==> config.mk <==
export PLATFORM = sky130hd
export DESIGN_NAME = nidc_node
export DESIGN_NICKNAME = d
export VERILOG_FILES = /design/src/inc/nidc_pkg.sv /design/src/hdl/nidc_node.sv /design/src/hdl/nidc_id_codec.sv
export SDC_FILE = /design/constraint.sdc
export NUM_CORES = 1
export LEC_CHECK = 0
export ABC_AREA = 1
export BUFFER_PORTS_ARGS = -buffer_cell sky130_fd_sc_hd__buf_4
export CORE_MARGIN = 2
export CORE_UTILIZATION = 62
export CTS_CLUSTER_DIAMETER = 40
export DETAILED_ROUTE_END_ITERATION = 8
export PLACE_DENSITY_LB_ADDON = 0.2
export SETUP_SLACK_MARGIN = 0.1
export SLEW_MARGIN = 25
export SYNTH_ARGS = -nofsm -noshare
export SYNTH_HDL_FRONTEND = slang
export SYNTH_SLANG_ARGS = --single-unit
==> constraint.sdc <==
create_clock -name clk -period 6.1 [get_ports clk]
set_clock_uncertainty 0.1 [all_clocks]
set_input_delay 1.22 -clock clk [delete_from_list [all_inputs] [get_ports clk]]
set_output_delay 1.22 -clock clk [all_outputs]
set_load 0.02 [all_outputs]
==> src/inc/nidc_pkg.sv <==
// Package: identifier map, check timing and carrier types for node address checking
// Summary of operation
// RL1: Node always runs the duplicate address check
// RL2: Accept check messages carrying own address
// RL3: Wait one second after each request
// RL4: On-line only after two unanswered requests
// RL5: Group 1: bit 10 clear, code, source
// RL6: Group 2: prefix 10, address, 3-bit code
// RL7: Code 011 carries the responding slave's address
// RL8: Codes 010,100,101,110,111 carry destination address
// RL9: Bit-strobe command answered by each slave
// RL10: Poll command answered by addressed slave
// RL11: Change-of-state acknowledged unless suppressed
// RL12: Only predefined set identifiers, others ignored
// RL13: Unconnected requests allocate and release set
// RL14: Check uses its own Group 2 code
// RL15: Only bus-off fails a check transmission
// RL16: First expiry resends, second goes on-line
// RL17: On-line answers requests; checking faults
// RL18: Check timer within 0.9 s to 1.5 s
// RL19: Filter on prefix, code and own address
package nidc_pkg;
  localparam int ADDR_W = 6;
  localparam int ID_W = 11;
  localparam int G1_BIT = 10;
  localparam int G1_CODE_HI = 9;
  localparam int G1_CODE_LO = 6;
  localparam int G2_ADDR_HI = 8;
  localparam int G2_ADDR_LO = 3;
  localparam logic [1:0] G2_PREFIX = 2'h2;
  localparam logic [3:0] G1_SL_COS = 4'hd;
  localparam logic [3:0] G1_SL_BS_RESP = 4'he;
  localparam logic [3:0] G1_SL_POLL_RESP = 4'hf;
  localparam logic [2:0] G2_BS_CMD = 3'h0;
  localparam logic [2:0] G2_RESERVED = 3'h1;
  localparam logic [2:0] G2_COS_ACK = 3'h2;
  localparam logic [2:0] G2_EXP_RESP = 3'h3;
  localparam logic [2:0] G2_EXP_REQ = 3'h4;
  localparam logic [2:0] G2_POLL_COS = 3'h5;
  localparam logic [2:0] G2_UNCON_REQ = 3'h6;
  localparam logic [2:0] G2_DUP_CHECK = 3'h7;
  localparam int CLK_PERIOD_NS = 10;
  localparam int CHECK_TIME_NS = 1000000000;
  localparam int CHECK_MIN_NS = 900000000;
  localparam int CHECK_MAX_NS = 1500000000;
  localparam int CHECK_CYCLES = CHECK_TIME_NS / CLK_PERIOD_NS;
  localparam int CHECK_MIN_CYCLES = (CHECK_MIN_NS + CLK_PERIOD_NS - 1) / CLK_PERIOD_NS;
  localparam int CHECK_MAX_CYCLES = CHECK_MAX_NS / CLK_PERIOD_NS;
  localparam int TMR_W = 28;

  typedef enum logic [3:0] {
    K_NONE = 4'h0,
    K_BS_CMD = 4'h1,
    K_COS_ACK = 4'h2,
    K_EXP_REQ = 4'h3,
    K_POLL_COS = 4'h4,
    K_UNCON_REQ = 4'h5,
    K_DUP = 4'h6,
    K_SL_COS = 4'h7,
    K_SL_BS_RESP = 4'h8,
    K_SL_POLL_RESP = 4'h9,
    K_SL_EXP_RESP = 4'ha
  } nidc_kind_e;

  typedef enum logic [1:0] {
    ST_SEND = 2'h0,
    ST_WAIT = 2'h1,
    ST_ONLINE = 2'h2,
    ST_FAULT = 2'h3
  } nidc_state_e;

  typedef struct packed {
    logic [ID_W-1:0] id;
    logic dup_resp;
  } nidc_frame_s;

  typedef struct packed {
    nidc_kind_e kind;
    logic [ID_W-1:0] id;
  } nidc_msg_s;

  typedef struct packed {
    nidc_state_e st;
    logic second;
    logic [TMR_W-1:0] timer;
    logic tx_v;
    nidc_frame_s tx_f;
    logic out_v;
    nidc_msg_s out_m;
    logic int_err;
    logic reply_due;
  } nidc_state_s;
endpackage : nidc_pkg

==> src/hdl/nidc_node.sv <==
// Node access: duplicate address check, receive filter and transmit gate
`timescale 1ns/1ps
module nidc_node #(
  parameter int CHECK_CYCLES = nidc_pkg::CHECK_CYCLES
) (
  input wire logic clk,
  input wire logic rst,
  input wire logic [nidc_pkg::ADDR_W-1:0] node_address,
  input wire logic ack_suppress,
  input wire logic rx_valid,
  input wire nidc_pkg::nidc_frame_s rx_frame,
  output logic tx_valid,
  output nidc_pkg::nidc_frame_s tx_frame,
  input wire logic tx_ready,
  input wire logic bus_off,
  input wire logic app_tx_valid,
  input wire nidc_pkg::nidc_kind_e app_tx_kind,
  output logic app_tx_ready,
  output logic internal_error,
  output logic rx_out_valid,
  output nidc_pkg::nidc_msg_s rx_out,
  output logic reply_due,
  output nidc_pkg::nidc_state_e node_state
);
  localparam logic [nidc_pkg::TMR_W-1:0] TMR_LOAD = nidc_pkg::TMR_W'(CHECK_CYCLES - 1);

  nidc_pkg::nidc_state_s s_r;
  nidc_pkg::nidc_state_s s_nxt;
  nidc_pkg::nidc_kind_e rx_kind;
  nidc_pkg::nidc_kind_e enc_kind;
  logic [nidc_pkg::ID_W-1:0] enc_id;
  logic enc_legal;
  logic rx_dup;
  logic checking;
  logic expire;
  logic first_r;

  // Encoder is shared: the application only while on-line with no check message in, else check frames
  assign enc_kind = (s_r.st == nidc_pkg::ST_ONLINE && !rx_dup) ? app_tx_kind : nidc_pkg::K_DUP;

  nidc_id_codec u_codec (
    .node_address(node_address),
    .rx_id(rx_frame.id),
    .rx_kind(rx_kind),
    .tx_kind(enc_kind),
    .tx_id(enc_id),
    .tx_legal(enc_legal)
  );

  assign rx_dup = rx_valid && (rx_kind == nidc_pkg::K_DUP);
  assign checking = (s_r.st == nidc_pkg::ST_SEND) || (s_r.st == nidc_pkg::ST_WAIT);
  assign expire = (s_r.st == nidc_pkg::ST_WAIT) && (s_r.timer == '0);
  // Application is refused a slot while a frame waits; a pending check answer goes first
  assign app_tx_ready = !s_r.tx_v && !rx_dup;

  always_comb begin
    s_nxt = s_r;
    s_nxt.out_v = 1'b0;
    s_nxt.int_err = 1'b0;
    s_nxt.reply_due = 1'b0;
    // Address is unknown inside reset, so the queued request latches it here
    if (first_r) begin
      s_nxt.tx_f = '{id: enc_id, dup_resp: 1'b0}; // RL14
    end
    if (s_r.tx_v && tx_ready) begin
      s_nxt.tx_v = 1'b0;
    end
    if (s_r.timer != '0) begin
      s_nxt.timer = s_r.timer - 1'b1;
    end
    case (s_r.st)
      nidc_pkg::ST_SEND: begin
        if (s_r.tx_v && tx_ready) begin
          s_nxt.st = nidc_pkg::ST_WAIT; // RL3
          s_nxt.timer = TMR_LOAD; // RL3 RL18
        end
      end
      nidc_pkg::ST_WAIT: begin
        if (expire && !s_r.second) begin
          s_nxt.st = nidc_pkg::ST_SEND; // RL16
          s_nxt.second = 1'b1;
          s_nxt.tx_v = 1'b1;
          s_nxt.tx_f = '{id: enc_id, dup_resp: 1'b0};
        end else if (expire) begin
          s_nxt.st = nidc_pkg::ST_ONLINE; // RL4 RL16
        end
      end
      nidc_pkg::ST_ONLINE: begin
        if (rx_dup && !rx_frame.dup_resp) begin
          // Answer wins over a queued frame that has not yet gone out
          s_nxt.tx_v = 1'b1; // RL17
          s_nxt.tx_f = '{id: enc_id, dup_resp: 1'b1};
        end else if (rx_dup) begin
          s_nxt.st = nidc_pkg::ST_FAULT; // RL2
          s_nxt.tx_v = 1'b0;
        end else if (rx_valid && rx_kind != nidc_pkg::K_NONE) begin
          s_nxt.out_v = 1'b1; // RL12 RL19
          s_nxt.out_m = '{kind: rx_kind, id: rx_frame.id};
          s_nxt.reply_due = (rx_kind == nidc_pkg::K_BS_CMD) ||
                            (rx_kind == nidc_pkg::K_POLL_COS && !ack_suppress); // RL9 RL10 RL11
        end
        if (app_tx_valid && app_tx_ready) begin
          if (enc_legal && enc_kind != nidc_pkg::K_DUP) begin
            s_nxt.tx_v = 1'b1;
            s_nxt.tx_f = '{id: enc_id, dup_resp: 1'b0};
          end else begin
            s_nxt.int_err = 1'b1; // RL12 RL14
          end
        end
      end
      nidc_pkg::ST_FAULT: begin
        s_nxt.tx_v = 1'b0;
      end
      default: s_nxt.st = nidc_pkg::ST_FAULT;
    endcase
    if (checking && rx_dup) begin
      s_nxt.st = nidc_pkg::ST_FAULT; // RL2 RL17
      s_nxt.tx_v = 1'b0;
    end
    // Only bus-off counts; error passive is expected when the node is alone
    if (bus_off) begin
      s_nxt.st = nidc_pkg::ST_FAULT; // RL15
      s_nxt.tx_v = 1'b0;
    end
    if (s_r.st != nidc_pkg::ST_ONLINE && app_tx_valid && app_tx_ready) begin
      s_nxt.int_err = 1'b1;
    end
  end

  // Reset starts the check at once with the first request queued
  always_ff @(posedge clk or posedge rst) begin
    if (rst) begin
      s_r <= '{st: nidc_pkg::ST_SEND, second: 1'b0, timer: '0, tx_v: 1'b1,
               tx_f: '{id: '0, dup_resp: 1'b0}, out_v: 1'b0,
               out_m: '{kind: nidc_pkg::K_NONE, id: '0}, int_err: 1'b0,
               reply_due: 1'b0}; // RL1
    end else begin
      s_r <= s_nxt;
    end
  end

  // Queued first request picks up the address on the first edge after reset
  always_ff @(posedge clk or posedge rst) begin
    if (rst) begin
      first_r <= 1'b1;
    end else begin
      first_r <= 1'b0;
    end
  end

  assign tx_valid = s_r.tx_v;
  assign tx_frame = first_r ? nidc_pkg::nidc_frame_s'{id: enc_id, dup_resp: 1'b0} : s_r.tx_f; // RL14
  assign internal_error = s_r.int_err;
  assign rx_out_valid = s_r.out_v;
  assign rx_out = s_r.out_m;
  assign reply_due = s_r.reply_due;
  assign node_state = s_r.st;

  a_dup_faults_check: assert property (@(posedge clk) disable iff (rst) // RL17
    (checking && rx_dup) |=> (node_state == nidc_pkg::ST_FAULT))
    else $error("check message during checking did not fault");

  a_dup_request_answered: assert property (@(posedge clk) disable iff (rst) // RL17
    (s_r.st == nidc_pkg::ST_ONLINE && rx_dup && !rx_frame.dup_resp && !bus_off)
    |=> (tx_valid && tx_frame.dup_resp && tx_frame.id[2:0] == nidc_pkg::G2_DUP_CHECK))
    else $error("check request on-line not answered");

  a_busoff_faults: assert property (@(posedge clk) disable iff (rst) // RL15
    bus_off |=> (node_state == nidc_pkg::ST_FAULT && !tx_valid))
    else $error("bus-off did not lead to fault");

  a_timer_loaded: assert property (@(posedge clk) disable iff (rst) // RL3
    (s_r.st == nidc_pkg::ST_SEND && tx_valid && tx_ready && !rx_dup && !bus_off)
    |=> (node_state == nidc_pkg::ST_WAIT && s_r.timer == TMR_LOAD))
    else $error("check timer not loaded after request");

  a_first_expiry_resends: assert property (@(posedge clk) disable iff (rst) // RL16
    (expire && !s_r.second && !rx_dup && !bus_off)
    |=> (node_state == nidc_pkg::ST_SEND && tx_valid && s_r.second))
    else $error("first expiry did not resend");

  a_online_entry: assert property (@(posedge clk) disable iff (rst) // RL4
    (node_state == nidc_pkg::ST_ONLINE && $past(node_state) != nidc_pkg::ST_ONLINE)
    |-> ($past(s_r.second) && $past(expire)))
    else $error("on-line entered without two expiries");

  a_deliver_online: assert property (@(posedge clk) disable iff (rst) // RL12
    rx_out_valid |-> ($past(node_state) == nidc_pkg::ST_ONLINE && rx_out.kind != nidc_pkg::K_NONE))
    else $error("frame delivered while not on-line");

  a_group1_ignored: assert property (@(posedge clk) disable iff (rst) // RL5
    (rx_valid && !rx_frame.id[nidc_pkg::G1_BIT]) |=> !rx_out_valid)
    else $error("group 1 frame delivered");

  a_tx_in_set: assert property (@(posedge clk) disable iff (rst) // RL6
    (tx_valid && !first_r) |-> ((tx_frame.id[10:9] == nidc_pkg::G2_PREFIX &&
      tx_frame.id[8:3] == node_address) ||
      (!tx_frame.id[10] && tx_frame.id[9:8] == 2'h3 && tx_frame.id[7:6] != 2'h0)))
    else $error("transmitted identifier outside the set");

  a_bs_reply_due: assert property (@(posedge clk) disable iff (rst) // RL9
    (node_state == nidc_pkg::ST_ONLINE && rx_valid && !bus_off &&
      rx_kind == nidc_pkg::K_BS_CMD)
    |=> (rx_out_valid && reply_due))
    else $error("bit-strobe command not flagged for reply");

  a_poll_reply_due: assert property (@(posedge clk) disable iff (rst) // RL10
    (node_state == nidc_pkg::ST_ONLINE && rx_valid && !bus_off && !ack_suppress &&
      rx_kind == nidc_pkg::K_POLL_COS)
    |=> (rx_out_valid && reply_due))
    else $error("poll command not flagged for reply");

  a_ack_suppressed: assert property (@(posedge clk) disable iff (rst) // RL11
    (node_state == nidc_pkg::ST_ONLINE && rx_valid && !bus_off && ack_suppress &&
      rx_kind == nidc_pkg::K_POLL_COS)
    |=> (rx_out_valid && !reply_due))
    else $error("suppressed acknowledge still flagged");

  a_foreign_ignored: assert property (@(posedge clk) disable iff (rst) // RL19
    (rx_valid && rx_frame.id[nidc_pkg::G2_ADDR_HI:nidc_pkg::G2_ADDR_LO] != node_address &&
      rx_frame.id[2:0] != nidc_pkg::G2_BS_CMD)
    |=> !rx_out_valid)
    else $error("frame for another address delivered");

  a_refused_offline: assert property (@(posedge clk) disable iff (rst) // RL4
    (app_tx_valid && app_tx_ready && node_state != nidc_pkg::ST_ONLINE)
    |=> internal_error)
    else $error("send request off-line not refused");

  a_fault_silent: assert property (@(posedge clk) disable iff (rst) // RL15
    (node_state == nidc_pkg::ST_FAULT) |-> !tx_valid)
    else $error("frame offered in fault state");
endmodule : nidc_node

==> src/hdl/nidc_id_codec.sv <==
// Identifier decode and encode for the predefined master/slave set
`timescale 1ns/1ps
module nidc_id_codec (
  input wire logic [nidc_pkg::ADDR_W-1:0] node_address,
  input wire logic [nidc_pkg::ID_W-1:0] rx_id,
  output nidc_pkg::nidc_kind_e rx_kind,
  input wire nidc_pkg::nidc_kind_e tx_kind,
  output logic [nidc_pkg::ID_W-1:0] tx_id,
  output logic tx_legal
);
  logic [nidc_pkg::ADDR_W-1:0] rx_addr;
  logic [2:0] rx_code;
  logic own;

  assign rx_addr = rx_id[nidc_pkg::G2_ADDR_HI:nidc_pkg::G2_ADDR_LO];
  assign rx_code = rx_id[2:0];
  assign own = (rx_addr == node_address);

  always_comb begin
    rx_kind = nidc_pkg::K_NONE;
    // Group 1 traffic is other slaves' output; a Group 2 only slave ignores it
    if (rx_id[10:9] == nidc_pkg::G2_PREFIX) begin // RL6 RL19
      case (rx_code)
        nidc_pkg::G2_BS_CMD: rx_kind = nidc_pkg::K_BS_CMD; // RL9
        nidc_pkg::G2_COS_ACK: rx_kind = own ? nidc_pkg::K_COS_ACK : nidc_pkg::K_NONE; // RL8
        nidc_pkg::G2_EXP_REQ: rx_kind = own ? nidc_pkg::K_EXP_REQ : nidc_pkg::K_NONE; // RL8
        nidc_pkg::G2_POLL_COS: rx_kind = own ? nidc_pkg::K_POLL_COS : nidc_pkg::K_NONE; // RL10
        nidc_pkg::G2_UNCON_REQ: rx_kind = own ? nidc_pkg::K_UNCON_REQ : nidc_pkg::K_NONE; // RL13
        nidc_pkg::G2_DUP_CHECK: rx_kind = own ? nidc_pkg::K_DUP : nidc_pkg::K_NONE; // RL2 RL14
        default: rx_kind = nidc_pkg::K_NONE; // RL7 RL12
      endcase
    end
  end

  always_comb begin
    tx_id = '0;
    tx_legal = 1'b1;
    case (tx_kind)
      nidc_pkg::K_SL_COS: tx_id = {1'b0, nidc_pkg::G1_SL_COS, node_address}; // RL5
      nidc_pkg::K_SL_BS_RESP: tx_id = {1'b0, nidc_pkg::G1_SL_BS_RESP, node_address}; // RL5
      nidc_pkg::K_SL_POLL_RESP: tx_id = {1'b0, nidc_pkg::G1_SL_POLL_RESP, node_address}; // RL5
      nidc_pkg::K_SL_EXP_RESP: tx_id = {nidc_pkg::G2_PREFIX, node_address,
                                        nidc_pkg::G2_EXP_RESP}; // RL7
      nidc_pkg::K_DUP: tx_id = {nidc_pkg::G2_PREFIX, node_address,
                                nidc_pkg::G2_DUP_CHECK}; // RL14
      default: tx_legal = 1'b0; // RL12
    endcase
  end
endmodule : nidc_id_codec

# Yosys cells after proc, flatten, opt, wreduce, memory -nomap -nowiden
# Index checks and enable logic that the tools add are counted.
# totals
mem_bits_ro,0
memories,0
ram_bits,0
register_bits,63
latch_bits,0
# op_classes
n_mux,43
bitwise_logic,2
n_reduce_logical,31
eq_ne,24
n_addsub,1
mul,0
n_div,0
magnitude_cmp,0
shift,0
# ops
cell,n
$mux W28,3
$pmux W11 S5,1
$mux W16,3
$mux W13,3
$logic_not A28 Y1,1
$reduce_bool A28 Y1,1
$sub A28 B1 Y28 const B,1
$mux W12,2
$pmux W12 S2,1
$pmux W4 S6,1
$mux W18,1
$mux W2,9
$eq A4 B3 Y1 const B,4
$logic_and A1 B1 Y1,14
$eq A3 B3 Y1 const B,4
$eq A4 B4 Y1 const B,3
$mux W1,12
$ne A4 B3 Y1 const B,3
$mux W3,3
$mux W4,2
$eq A2 B2 Y1 const B,3
$eq A6 B6 Y1,1
$pmux W2 S3,1
$logic_not A1 Y1,5
other kinds (17),19

# Longest topological paths before layout
# logic_depth
ltp_word,18
mapped_depth,17

# Hierarchy
# From an unflattened synthesis, not the netlist that was laid out.
# unflattened
hier_cells,543
area_unflattened_um2,3986.3
# by_module_without_submodules
mod,cells_per_inst,seq_area_each_um2,instances,area_each_um2
nidc_node,468,1579.0,1,3637.2
nidc_id_codec,75,0.0,1,349.1

# Worst setup path after synthesis
# Ideal clock, no wire load.
# synth_path
kind,input-to-output
start,input port app_tx_kind[3]
end,output port tx_frame[10] in the netlist's numbering
cell_stages,7
required_time_ns,4.780
slack_ns,2.238
t_arrival_ns,2.542
cell_sequence,inv_1 nand3_1 o21ai_0 nand3_1 nand2_1 inv_1 a21oi_1
# synth_rtl
element,line,source
from (decl),nidc_node.sv:17,"input wire nidc_pkg::nidc_kind_e app_tx_kind,"
to (decl),nidc_node.sv:13,"output nidc_pkg::nidc_frame_s tx_frame,"

==> results.md <==
- Max-cap violation count: 0
- First-pass GRT wire length: 16500 um
- Final nets: 684
- Ys Warns: 0
- CP Launch Type: primary input
- Arr. time, crit path: 3070 ps
- Outcome: complete, no violations
- Post-Syn Area: 4160 um2
- Hold Vio Cnt, Final: 0
- Antenna violations before repair: 0
- Routability cong.: 0.895
- Worst-Skew Late Latency: 350 ps
- Core area: 6420 um2
- Worst Setup End Kind: output pin
- Synth unique cells: 46
- Fin crit period: 4390 ps
- Vias in the first global route: 3727
- Grt ovf: 0
- Setup CP Type: primary input to output pin
- # fillers: 517
- Flop pwr share: 34.6%
- RSZ-0062 raised after global routing: false
- Final Cycle Share: 72.0%
- Reg-to-reg startpoint: node_state[0]
- Worst-path clk slew: 80 ps
- Hold_buf cts: 0
- Max Root-Sink Buffers: 2
- Placed Cells: 715
- Post-CTS Setup Inserts: 0
- Clk pwr share: 21.7%
- Area grow syn2layout: 14.3%
- Comb pwr share: 43.7%
- Rel. slew slack: 47.9%
- Cells after synthesis: 599
- WHS Endpoint: rx_out[10]
- Drt wl/cell: 13.4 um
- Post-synthesis sequential area ratio: 37.4%
- Detailed-route via count: 3913
- Slew @ Worst Pin: 781 ps
- Internal Power: 975 uW
- Syn Area/Cell: 6.94 um2
- Achievable Freq: 228 MHz
- Post-synth ARST share: 100%
- Port bufs: 61
- Origin of the worst min-delay path: rx_out[10]
- Static leakage: 0.00255 uW
- Non-Filler Instances: 731
- Final setup violation count: 0
- Worst path required time: 4780 ps
- GRT Resource Usage Total: 28.0%
- Largest net degree at the start of global routing: 63
- CP max FO: 13
- Max VDD drop: 0.000295 V
- WHS Path Cells: 1
- Ys flop type: dfrtp_1
- DRT Pass-1 Iters: 7
- WL final: 9770 um
- Cts bufs inserted: 9
- Synth Register Bits: 62
- DIE WIDTH: 85.9 um
- Worst R2R Path Depth: 10
- Final Max Tran Viols: 0
- H-tree depth: 3
- Die area: 7380 um2
- R2R Path End: s_r[29]
- Number of nets still failing antenna checks after routing: 0
- Hpwl dp: 7400 um
- Diode count: 0
- Worst Hold Class: flip-flop to flip-flop
- Die height: 85.9 um
- Register-to-register setup slack: 3730 ps
- Power Density: 351 nW/um2
- Switching part of the total: 41.6%
- Fin Setup TNS: 0 ps
- WHS: 388 ps
- Final worst slack: 1710 ps
- TritonCTS clock tree: done
- DRC viols: 0
- Initial DRC count: 250
- Post-cts sizing count: 0
- Row cnt: 29
- Share of layout cells above drive strength 1: 20.5%
- Clk sink count: 62
- Worst slack, placed: 1750 ps
- Post-synth EDFFs: 0
- Root Buffer: clkbuf_8
- I/O pin count: 63
- Vias per cell: 5.35
- Initial Util: 64.7%
- P_sw: 695 uW
-- layout by cell type, fill, tap and decap left out, drive strengths merged --
| master | netlist | final |
|---|---|---|
| a21o | 1 | 1 |
| a21oi | 19 | 19 |
| a22oi | 2 | 2 |
| a311oi | 1 | 1 |
| a31oi | 3 | 3 |
| a41oi | 1 | 1 |
| buf | 20 | 63 |
| bufinv | 0 | 1 |
| clkbuf | 5 | 11 |
| clkinv | 1 | 5 |
| conb | 1 | 2 |
| dfrtp | 60 | 60 |
| dfstp | 2 | 2 |
| ha | 6 | 6 |
| inv | 96 | 96 |
| nand2 | 173 | 173 |
| nand3 | 44 | 44 |
| nand4 | 12 | 12 |
| nor2 | 85 | 85 |
| nor3 | 9 | 9 |
| nor4 | 4 | 4 |
| o2111ai | 1 | 1 |
| o211ai | 3 | 3 |
| o21a | 1 | 1 |
| o21ai | 34 | 34 |
| o21bai | 1 | 1 |
| o22ai | 1 | 1 |
| o31ai | 1 | 1 |
| or2 | 6 | 6 |
| xnor2 | 3 | 3 |
| xor2 | 3 | 3 |
-- metrics by stage --
stage / utilization (%) / cell area, um2 / power [uW]
after floorplan: - / 4160 / 1120
after global placement: 71.0 / 4560 / 1290
after detailed placement: 71.0 / 4560 / 1310
after CTS: 74.0 / 4750 / 1670
after global routing: 74.0 / 4750 / 1790
final: 74.0 / 4750 / 1670
-- power by group through the flow --
| stage | clock network [uW] | registers, uW | logic, uW |
|---|---|---|---|
| finish | 362 | 578 | 730 |
| floorplan | 0 | 570 | 549 |
| CTS | 367 | 577 | 728 |
| global placement | 0 | 580 | 708 |
| detailed placement | 0 | 585 | 725 |
| global route | 385 | 587 | 818 |
-- cells in the mapped netlist, types with 7 or more instances --
library cell	count	area share, %
nand2_1	158	14
nand4_1	10	1.5
a21oi_1	19	2.3
nor2_2	17	2.6
nor2_1	65	5.9
nor3_1	7	0.84
nand2_2	10	1.5
dfrtp_1	60	36
o21ai_0	27	3.3
nand3_1	43	5.2
buf_4	17	3.1
inv_1	92	8.3
-- sequential cells by signal (all words and copies together), names as in the netlist --
register and count:
tx_valid 1, internal_error 1, rx_out_valid 1, s_r 41, rx_out 14, reply_due 1
node_state 2, first_r 1
-- logic make-up after synthesis --
family | Yosys count | synth area share [%]
AND/OR/NAND/NOR | 333 | 37.2
buffers and inverters | 122 | 12.8
AO/OA/AOI/OAI | 69 | 9.42
flip-flops | 62 | 37.4
XOR/XNOR | 6 | 1.26
adder cells (fa/ha/maj) | 6 | 1.81
other | 1 | 0.0902
-- layer usage --
layer  vias up  part of all wire (%)  wire length [um]  track usage (%)
met5         -                     0                 0                0
met4         0                   2.1               205             10.4
met3        20                   5.8               564             4.23
met2       130                    49              4760             47.7
met1      1792                    43              4240             36.2
li1       1971                     -                 -                -
-- worst max path at each step --
stage,depth (start not counted),slack (ps),endpoint,start
after floorplan,7,2240,tx_frame[10],app_tx_kind[3]
after global placement,12,1770,tx_frame[2],rx_frame[10]
after detailed placement,14,1750,tx_frame[2],rx_frame[1]
after global routing,16,1470,tx_frame[9],rx_frame[1]
after CTS,14,1730,tx_frame[2],rx_frame[1]
final,14,1710,tx_frame[2],rx_frame[1]
-- critical path, cell delays in order --
cell and delay [ps]:
buf_4 130, inv_2 60, nand2_1 40, nand2_1 50
nand2_1 40, nor2_1 110, nand4_2 140, nor2_1 140
nand2_2 230, nand3_1 280, inv_1 140, a21oi_1 210
o21ai_1 100, buf_4 170
-- area by class of cell --
cell class | count | area [um2] | share of cell area [%]
repair buffers | 63 | 473 | 9.95
multi-input cells | 416 | 2070 | 43.6
flip-flops and latches | 62 | 1550 | 32.7
inverters | 97 | 364 | 7.66
clock buffers | 11 | 141 | 2.97
well taps | 77 | 96.3 | 2.03
clock inverters | 5 | 50.0 | 1.05
Power figures use the tool's default switching activity.
